`config.mk`:
```
export PLATFORM = sky130hd
export DESIGN_NAME = pump_level_ctrl
export DESIGN_NICKNAME = d
export VERILOG_FILES = /design/src/verilog/pump_pkg.sv /design/src/verilog/pump_clk_if.sv /design/src/verilog/pump_clk_divider.sv /design/src/verilog/pump_level_ctrl.sv
export SDC_FILE = /design/constraint.sdc
export NUM_CORES = 1
export LEC_CHECK = 0
export BUFFER_PORTS_ARGS = -buffer_cell sky130_fd_sc_hd__buf_2
export CORE_MARGIN = 4
export CORE_UTILIZATION = 64
export CTS_BUF_LIST = sky130_fd_sc_hd__clkbuf_2 sky130_fd_sc_hd__clkbuf_4 sky130_fd_sc_hd__clkbuf_8
export CTS_CLUSTER_SIZE = 25
export DETAILED_ROUTE_END_ITERATION = 7
export GPL_TIMING_DRIVEN = 0
export PLACE_DENSITY = 0.92
export SYNTH_ARGS = -nofsm -noshare
export SYNTH_HDL_FRONTEND = slang
export SYNTH_SLANG_ARGS = --single-unit
```
`constraint.sdc`:
```
create_clock -name core_clk -period 4.7 [get_ports core_clk]
set_clock_uncertainty 0.05 [all_clocks]
set_input_delay 1.175 -clock core_clk [delete_from_list [all_inputs] [get_ports core_clk]]
set_output_delay 1.175 -clock core_clk [all_outputs]
set_load 0.02 [all_outputs]
```
`src/verilog/pump_pkg.sv`:
```
// Constants for the charge pump level control block.
// Assumes an 8-bit register port and a 50 MHz core clock.
package pump_pkg;
  // ----------------------------------------------------------------
  // Register offsets
  // ----------------------------------------------------------------
  localparam logic [7:0] PUMP_CONTROL_ADDR   = 8'hac;
  localparam logic [7:0] PUMP_TIMING_ADDR    = 8'had;
  localparam logic [7:0] HALF_RAIL_THR_ADDR  = 8'hae;
  // ----------------------------------------------------------------
  // Field positions
  // ----------------------------------------------------------------
  localparam int PUMP_ON_BIT         = 7;
  localparam int LIGHT_LOAD_BIT      = 6;
  localparam int TRACK_SEL_LSB       = 4;
  localparam int MANUAL_LEVEL_LSB    = 2;
  localparam int DECAY_LSB           = 3;
  localparam int CLK_DIV_LSB         = 0;
  localparam int THRESHOLD_LSB       = 0;
  // ----------------------------------------------------------------
  // Reset values
  // ----------------------------------------------------------------
  localparam logic       PUMP_ON_RST      = 1'h0;
  localparam logic       LIGHT_LOAD_RST   = 1'h1;
  localparam logic [1:0] TRACK_SEL_RST    = 2'h2;
  localparam logic [1:0] MANUAL_LEVEL_RST = 2'h0;
  localparam logic [2:0] DECAY_RST        = 3'h2;
  localparam logic [2:0] CLK_DIV_RST      = 3'h1;
  localparam logic [5:0] THRESHOLD_RST    = 6'h0e;
  // ----------------------------------------------------------------
  // Encodings
  // ----------------------------------------------------------------
  typedef enum logic [1:0] {
    TRACK_MANUAL  = 2'b00,
    TRACK_MAX_VOL = 2'b01,
    TRACK_DAC_VOL = 2'b10,
    TRACK_SIGNAL  = 2'b11
  } track_sel_t;
  typedef enum logic [1:0] {
    LEVEL_STANDBY  = 2'b00,
    LEVEL_RESERVED = 2'b01,
    LEVEL_HALF     = 2'b10,
    LEVEL_FULL     = 2'b11
  } rail_level_t;
  localparam logic [2:0] CLK_DIV_STOP = 3'h5;
  localparam logic [2:0] CLK_DIV_MAX  = 3'h4;
  // ----------------------------------------------------------------
  // Timing
  // ----------------------------------------------------------------
  localparam int CORE_CLK_HZ     = 50_000_000;
  localparam int DECAY_UNIT_MS   = 1;
  localparam int CYCLES_PER_MS   = CORE_CLK_HZ / 1000 * DECAY_UNIT_MS;
  localparam logic [9:0] DECAY_MS_0 = 10'h000;
  localparam logic [9:0] DECAY_MS_1 = 10'h002;
  localparam logic [9:0] DECAY_MS_2 = 10'h004;
  localparam logic [9:0] DECAY_MS_3 = 10'h010;
  localparam logic [9:0] DECAY_MS_4 = 10'h040;
  localparam logic [9:0] DECAY_MS_5 = 10'h080;
  localparam logic [9:0] DECAY_MS_7 = 10'h200;
endpackage

```
`src/verilog/pump_clk_if.sv`:
```
// Carrier between the level controller and the pump clock divider.
// Assumes both ends run on the same core clock.
`timescale 1ns/1ps
interface pump_clk_if;
  logic [2:0] divide_code;
  logic       run;
  logic       pump_clk;
  logic       stopped;
  modport ctrl (output divide_code, output run, input pump_clk,
                input stopped);
  modport div  (input divide_code, input run, output pump_clk,
                output stopped);
endinterface

```
`src/verilog/pump_clk_divider.sv`:
```
// Divides the core clock down to the pump switching clock.
// Assumes a legal divide code; reserved codes stop the clock.
`timescale 1ns/1ps
module pump_clk_divider (
  input  wire logic core_clk,  // core clock
  input  wire logic rst,       // async reset, high
  pump_clk_if.div   ctl        // divide code in, pump clock out
);
  typedef struct packed {
    logic [6:0] cnt;
    logic       clk;
  } div_state_t;

  div_state_t s_q;
  div_state_t s_d;
  logic [6:0] half_m1;

  // ----------------------------------------------------------------
  // Half period from code: 4 << code cycles
  // ----------------------------------------------------------------
  always_comb
  begin
    half_m1 = 7'((7'h04 << ctl.divide_code) - 7'h01);
    s_d     = s_q;
    if (!ctl.run || ctl.divide_code > pump_pkg::CLK_DIV_MAX)
    begin
      s_d.cnt = 7'h00;
      s_d.clk = 1'b0;
    end
    else if (s_q.cnt >= half_m1)
    begin
      s_d.cnt = 7'h00;
      s_d.clk = ~s_q.clk;
    end
    else
    begin
      s_d.cnt = 7'(s_q.cnt + 7'h01);
    end
  end

  always_ff @(posedge core_clk or posedge rst)
  begin
    if (rst)
      s_q <= '0;
    else
      s_q <= s_d;
  end

  assign ctl.pump_clk = s_q.clk;
  assign ctl.stopped  = (ctl.divide_code > pump_pkg::CLK_DIV_MAX);
endmodule // pump_clk_divider

```
`src/verilog/pump_level_ctrl.sv`:
```
// Charge pump level control: registers, level tracking, decay, clock.
// Assumes a synchronous register port and volume inputs on core_clk.
// Function
// - Pump runs only while control bit 7 is set; resets off.
// - Control bit 6 selects light-load low-power mode; resets on.
// - Bits 5:4 select level source: manual, max volume, DAC, signal.
// - Manual level bits 3:2: standby, reserved, half, full; resets 0.
// - Timing bits 5:3 set full-to-half decay time, 0 to 512 ms.
// - Timing bits 2:0 divide core clock 8..128; code 5 stops it.
// - Half rail allowed when tracked level at or below threshold.
// - Threshold applies only in DAC volume or signal tracking.
`timescale 1ns/1ps
module pump_level_ctrl #(
  parameter int MS_CYCLES = pump_pkg::CYCLES_PER_MS  // cycles per ms
) (
  input  wire logic       core_clk,         // 50 MHz core clock
  input  wire logic       rst,              // async reset, high
  input  wire logic [7:0] reg_addr,         // register address
  input  wire logic       reg_wr,           // write strobe
  input  wire logic [7:0] reg_wdata,        // write data
  input  wire logic       reg_rd,           // read strobe
  output logic      [7:0] reg_rdata,        // read data, registered
  output logic            reg_rvalid,       // read data valid pulse
  input  wire logic [5:0] max_out_volume,   // largest output volume
  input  wire logic [5:0] dac_volume,       // playback converter volume
  input  wire logic [5:0] signal_magnitude, // signal magnitude
  output logic            pump_on,          // pump running
  output logic            light_load_saver, // low-power light-load mode
  output logic      [1:0] rail_level,       // 00 off, 10 half, 11 full
  output logic            pump_clock,       // pump switching clock
  output logic            pump_clock_stopped // analog feedback only
);
  typedef struct packed {
    logic       pump_on;
    logic       light_load;
    logic [1:0] track_sel;
    logic [1:0] manual_level;
    logic [2:0] decay;
    logic [2:0] clk_div;
    logic [5:0] threshold;
    logic [1:0] level;
    logic [9:0] decay_ms;
    logic [31:0] ms_cnt;
    logic [7:0] rdata;
    logic       rvalid;
  } ctrl_state_t;

  ctrl_state_t s_q;
  ctrl_state_t s_d;
  pump_clk_if  clk_bus ();

  logic [5:0] tracked;
  logic [1:0] target;
  logic [9:0] decay_limit;

  // ----------------------------------------------------------------
  // Decay time lookup
  // ----------------------------------------------------------------
  function automatic logic [9:0] decay_time(input logic [2:0] code);
    unique case (code)
      3'h0:    decay_time = pump_pkg::DECAY_MS_0;
      3'h1:    decay_time = pump_pkg::DECAY_MS_1;
      3'h2:    decay_time = pump_pkg::DECAY_MS_2;
      3'h3:    decay_time = pump_pkg::DECAY_MS_3;
      3'h4:    decay_time = pump_pkg::DECAY_MS_4;
      3'h5:    decay_time = pump_pkg::DECAY_MS_5;
      // Code 6 has no defined time; longest one used
      default: decay_time = pump_pkg::DECAY_MS_7;
    endcase
  endfunction

  // ----------------------------------------------------------------
  // Next state
  // ----------------------------------------------------------------
  always_comb
  begin
    s_d         = s_q;
    s_d.rvalid  = 1'b0;
    decay_limit = decay_time(s_q.decay);
    tracked     = 6'h00;
    target      = pump_pkg::LEVEL_FULL;

    // Register writes
    if (reg_wr)
    begin
      unique case (reg_addr)
        pump_pkg::PUMP_CONTROL_ADDR:
        begin
          s_d.pump_on      = reg_wdata[pump_pkg::PUMP_ON_BIT];
          s_d.light_load   = reg_wdata[pump_pkg::LIGHT_LOAD_BIT];
          s_d.track_sel    = reg_wdata[pump_pkg::TRACK_SEL_LSB +: 2];
          s_d.manual_level = reg_wdata[pump_pkg::MANUAL_LEVEL_LSB +: 2];
        end
        pump_pkg::PUMP_TIMING_ADDR:
        begin
          s_d.decay   = reg_wdata[pump_pkg::DECAY_LSB +: 3];
          s_d.clk_div = reg_wdata[pump_pkg::CLK_DIV_LSB +: 3];
        end
        pump_pkg::HALF_RAIL_THR_ADDR:
          s_d.threshold = reg_wdata[pump_pkg::THRESHOLD_LSB +: 6];
        default: ;
      endcase
    end

    // Register reads, reserved bits zero
    if (reg_rd)
    begin
      s_d.rvalid = 1'b1;
      unique case (reg_addr)
        pump_pkg::PUMP_CONTROL_ADDR:
          s_d.rdata = {s_q.pump_on, s_q.light_load, s_q.track_sel,
                       s_q.manual_level, 2'b00};
        pump_pkg::PUMP_TIMING_ADDR:
          s_d.rdata = {2'b00, s_q.decay, s_q.clk_div};
        pump_pkg::HALF_RAIL_THR_ADDR:
          s_d.rdata = {2'b00, s_q.threshold};
        default:
          s_d.rdata = 8'h00;
      endcase
    end

    // Level source selection
    unique case (pump_pkg::track_sel_t'(s_q.track_sel))
      pump_pkg::TRACK_MANUAL:
        target = s_q.manual_level;
      pump_pkg::TRACK_MAX_VOL:
      begin
        tracked = max_out_volume;
        target  = pump_pkg::LEVEL_FULL;
      end
      pump_pkg::TRACK_DAC_VOL:
      begin
        tracked = dac_volume;
        target  = (tracked <= s_q.threshold) ? pump_pkg::LEVEL_HALF
                                             : pump_pkg::LEVEL_FULL;
      end
      pump_pkg::TRACK_SIGNAL:
      begin
        tracked = signal_magnitude;
        target  = (tracked <= s_q.threshold) ? pump_pkg::LEVEL_HALF
                                             : pump_pkg::LEVEL_FULL;
      end
    endcase

    // Rail level with full-to-half decay
    // Rising to full is immediate so the load never sags
    if (!s_q.pump_on)
    begin
      s_d.level    = pump_pkg::LEVEL_STANDBY;
      s_d.decay_ms = 10'h000;
      s_d.ms_cnt   = 32'h0000_0000;
    end
    else if (s_q.level == pump_pkg::LEVEL_FULL &&
             target == pump_pkg::LEVEL_HALF)
    begin
      if (s_q.decay_ms >= decay_limit)
      begin
        s_d.level    = pump_pkg::LEVEL_HALF;
        s_d.decay_ms = 10'h000;
        s_d.ms_cnt   = 32'h0000_0000;
      end
      else if (s_q.ms_cnt >= 32'(MS_CYCLES - 1))
      begin
        s_d.ms_cnt   = 32'h0000_0000;
        s_d.decay_ms = 10'(s_q.decay_ms + 10'h001);
      end
      else
        s_d.ms_cnt = 32'(s_q.ms_cnt + 32'h0000_0001);
    end
    else
    begin
      s_d.level    = target;
      s_d.decay_ms = 10'h000;
      s_d.ms_cnt   = 32'h0000_0000;
    end
  end

  // ----------------------------------------------------------------
  // State register
  // ----------------------------------------------------------------
  always_ff @(posedge core_clk or posedge rst)
  begin
    if (rst)
    begin
      s_q              <= '0;
      s_q.pump_on      <= pump_pkg::PUMP_ON_RST;
      s_q.light_load   <= pump_pkg::LIGHT_LOAD_RST;
      s_q.track_sel    <= pump_pkg::TRACK_SEL_RST;
      s_q.manual_level <= pump_pkg::MANUAL_LEVEL_RST;
      s_q.decay        <= pump_pkg::DECAY_RST;
      s_q.clk_div      <= pump_pkg::CLK_DIV_RST;
      s_q.threshold    <= pump_pkg::THRESHOLD_RST;
    end
    else
      s_q <= s_d;
  end

  // ----------------------------------------------------------------
  // Pump clock
  // ----------------------------------------------------------------
  assign clk_bus.divide_code = s_q.clk_div;
  assign clk_bus.run         = s_q.pump_on;

  pump_clk_divider u_div (
    .core_clk (core_clk),
    .rst      (rst),
    .ctl      (clk_bus.div)
  );

  // ----------------------------------------------------------------
  // Outputs
  // ----------------------------------------------------------------
  assign reg_rdata          = s_q.rdata;
  assign reg_rvalid         = s_q.rvalid;
  assign pump_on            = s_q.pump_on;
  // Saver mode only shown while the pump runs
  assign light_load_saver   = s_q.pump_on & s_q.light_load;
  assign rail_level         = s_q.level;
  assign pump_clock         = clk_bus.pump_clk;
  assign pump_clock_stopped = clk_bus.stopped;
endmodule // pump_level_ctrl

```
==> flow_summary.toml <==
[clocking]
ctsHtreeMaxLevel = 3
clock_latency_ps = 350
cts_tree = "done"
cts_resized = 0
clock_tree.buffer_depth = 2
clk_pin_slew_ps = 80
post-cts-setup-buffers = 0
clockRootBuffer = "clkbuf_8"
cts_buffers = 9
cts.sinks = 79
hold_buffers = 0

[sta]
fin_ws_ps = 1810
max_freq_mhz = 346
finalMaxSlewViolations = 0
finalCritPeriodShare_pct = 61.4
setup_tns_ps = 0
setup-violations-final = 0
hold_viol = 0
relSlewSlack_pct = 54.4
rsz0062_at_grt = "false"
layout_min_cycle_time_ps = 2890
worstMarginPinSlew_ps = 674

[placed_design]
portBuffers = 45
globalplace.congestion = 0.879
dp_slack_ps = 1450
placed_area_um2 = 4460
dpl.hpwl_um = 6260

[yosys]
synth-xor-area-share_pct = 4.53
synth_top_family_by_area = "simple AND/OR/NAND/NOR gates"
ys_dominant_reg_cell = "dfrtp_1"
syn_avg_cell_area_um2 = 10.7
synth_cell_type_count = 54
synth-edff-count = 0
synthCells = 379
ys.warnings.count = 0
synth_area_leader_cell = "dfrtp_1"
yosysTopAreaCellShare_pct = 44.4
yosys.area_share.simple_pct = 17.6
synthMuxAreaShare_pct = 5.98
synth_fa_ha_area_share_pct = 8.01
synthesis.area_um2 = 4060
synth_compound_area_share_pct = 9.62
synth_area_leaders = "dfrtp_1, ha_1, mux2_2"
ys_seq_area_share_pct = 48.9
ys_seq_elements = 79
ys_async_sr_fraction_pct = 100

[finish]
antennaDiodeCount = 0
final_common_cell = "dfrtp_1"
fin_area_um2 = 4670
synthToLayoutAreaGrowth_pct = 15.1
finish.net_count = 515
fill_cells = 397
final_cell_mix = "dfrtp_1, buf_2, ha_1"
drive_above_1_share_pct = 25.4

[pwr]
powerDensity_nw_per_um2 = 284
p_leak_nw = 2.18
power_frac_comb_pct = 7.0
p_sw_mw = 0.304
seqPwrFrac_pct = 53.6
clkPwrFrac_pct = 39.4
p_int_mw = 1.02
ir_worst_vdd_v = 0.000211
fin_total_pwr_mw = 1.33
power.share.switching_pct = 22.9

[worst_setup_path]
crit_slowest_cell = "or4_4"
max_stage_delay_ps = 560
crit_arrival_ps = 3110
crit_chain = "buf_2 -> ha_1 -> and4_1 -> o21ai_0 -> a31oi_1 -> or4_4 -> buf_6 -> buf_6 -> nor3_2"
crit_path_max_fanout = 10
crit_required_ps = 4930
crit_top_cell = "buf_6"
endpoint_kind = "register"
startpoint_type = "primary input"
setup.worst_path.class = "in2reg"

[global_routing]
grt_pass1_vias = 3173
grtUsageMet1_pct = 29.7
gr-usage-all-layers_pct = 24.3
grt_busiest_layer = "met2"
grt_pass1_wl_um = 14400
overflow = 0
met3_usage_pct = 3.76
grt_max_degree = 71
grt_use_met2_pct = 41.7
antenna_found_initial = 0

[outcome]
status = "complete, no violations"

[job]
drv_cap = 0

[drt]
via_per_inst = 5.82
drt-initial-drc-count = 166
wirelength_um = 8780
drtPass1Iterations = 4
drc = 0
ant_nets = 0
wl_per_cell_um = 16.5
via_count = 3088

[hold_path]
hold_class = "reg2reg"

[floorplan]
fp.coreArea_um2 = 6030
core.rowCount = 28
die_h_um = 87.6
ios = 53
die_area_um2 = 7680
die_x_um = 87.6
start_util_pct = 67.4
kinds of logic (layout without fill, tap and decap cells):
logic type,count (synthesis),after routing
fa+ha+maj,26,26
xor+xnor,21,21
other cells,1,16
compound gates,60,60
buf+inv,42,104
mux,22,22
simple gates,128,128
flops,79,79
area by class of cell:
type	instances	area, µm²	area share (%)
plain buffers	20	130	2.78
inverters	22	85.1	1.82
repair buffers	46	253	5.41
well taps	75	93.8	2.01
multi-input cells	273	1920	41.0
flip-flops and latches	79	1990	42.5
clock inverters	3	42.5	0.910
clock buffers	13	166	3.56
power by group through the flow:
stage / Clock [mW] / Combinational, mW / Sequential (mW)
after global placement: 0 / 0.0816 / 0.722
final: 0.523 / 0.0926 / 0.711
after global routing: 0.558 / 0.105 / 0.712
after floorplan: 0 / 0.0556 / 0.720
after detailed placement: 0 / 0.0911 / 0.724
after CTS: 0.529 / 0.0930 / 0.710
worst max-delay path: cells and delay by family:
| kind | cells | cell delay, ps |
|---|---|---|
| AND/OR/NAND/NOR | 3 | 970 |
| AO/OA/AOI/OAI | 2 | 220 |
| adder cells (fa/ha/maj) | 1 | 330 |
| buffers and inverters | 3 | 410 |
per-stage QoR:
stage / instances / hold slack [ps] / utilization (%)
2_1_floorplan: 394 / 419 / -
3_3_place_gp: 514 / 440 / 73.6
3_5_place_dp: 515 / 440 / 74.1
4_1_cts: 531 / 451 / 77.6
5_1_grt: 531 / 480 / 77.6
6_report: 531 / 453 / 77.6
cell usage after synthesis, types with 9 or more instances:
library cell,n
nand2_1,24
o21ai_0,13
nor3_1,9
mux2_2,18
dfrtp_1,72
ha_1,26
nand3_1,21
inv_1,22
a21oi_1,20
nor2_1,20
buf_4,10
xor2_1,13
sequential cells by signal, indices dropped and copies added (netlist names):
name and flops:
u_div.ctl.pump_clk 1, pump_on 1, rail_level 2, u_div.s_q 7, s_q 56, reg_rvalid 1
clk_bus.divide_code 3, reg_rdata 8
worst paths after layout:
kind | slack, ps | startpoint | to | depth (start not counted)
hold / removal | 450 | s_q[9] | s_q[9] | 1
min in group asynchronous | 670 | rst | u_div.s_q[1] | 2
max in group asynchronous | 3340 | rst | s_q[55] | 3
setup reg to reg | 1910 | s_q[64] | s_q[19] | 9
setup / recovery | 1810 | dac_volume[5] | s_q[19] | 9
hold reg to reg | 450 | s_q[9] | s_q[9] | 1
per-layer routing:
metal	part of all wire, %	up-vias
li1	-	1467
met1	42	1534
met2	52	65
met3	3.6	22
met4	2.3	0
met5	0	-
Power figures use the tool's default switching activity.
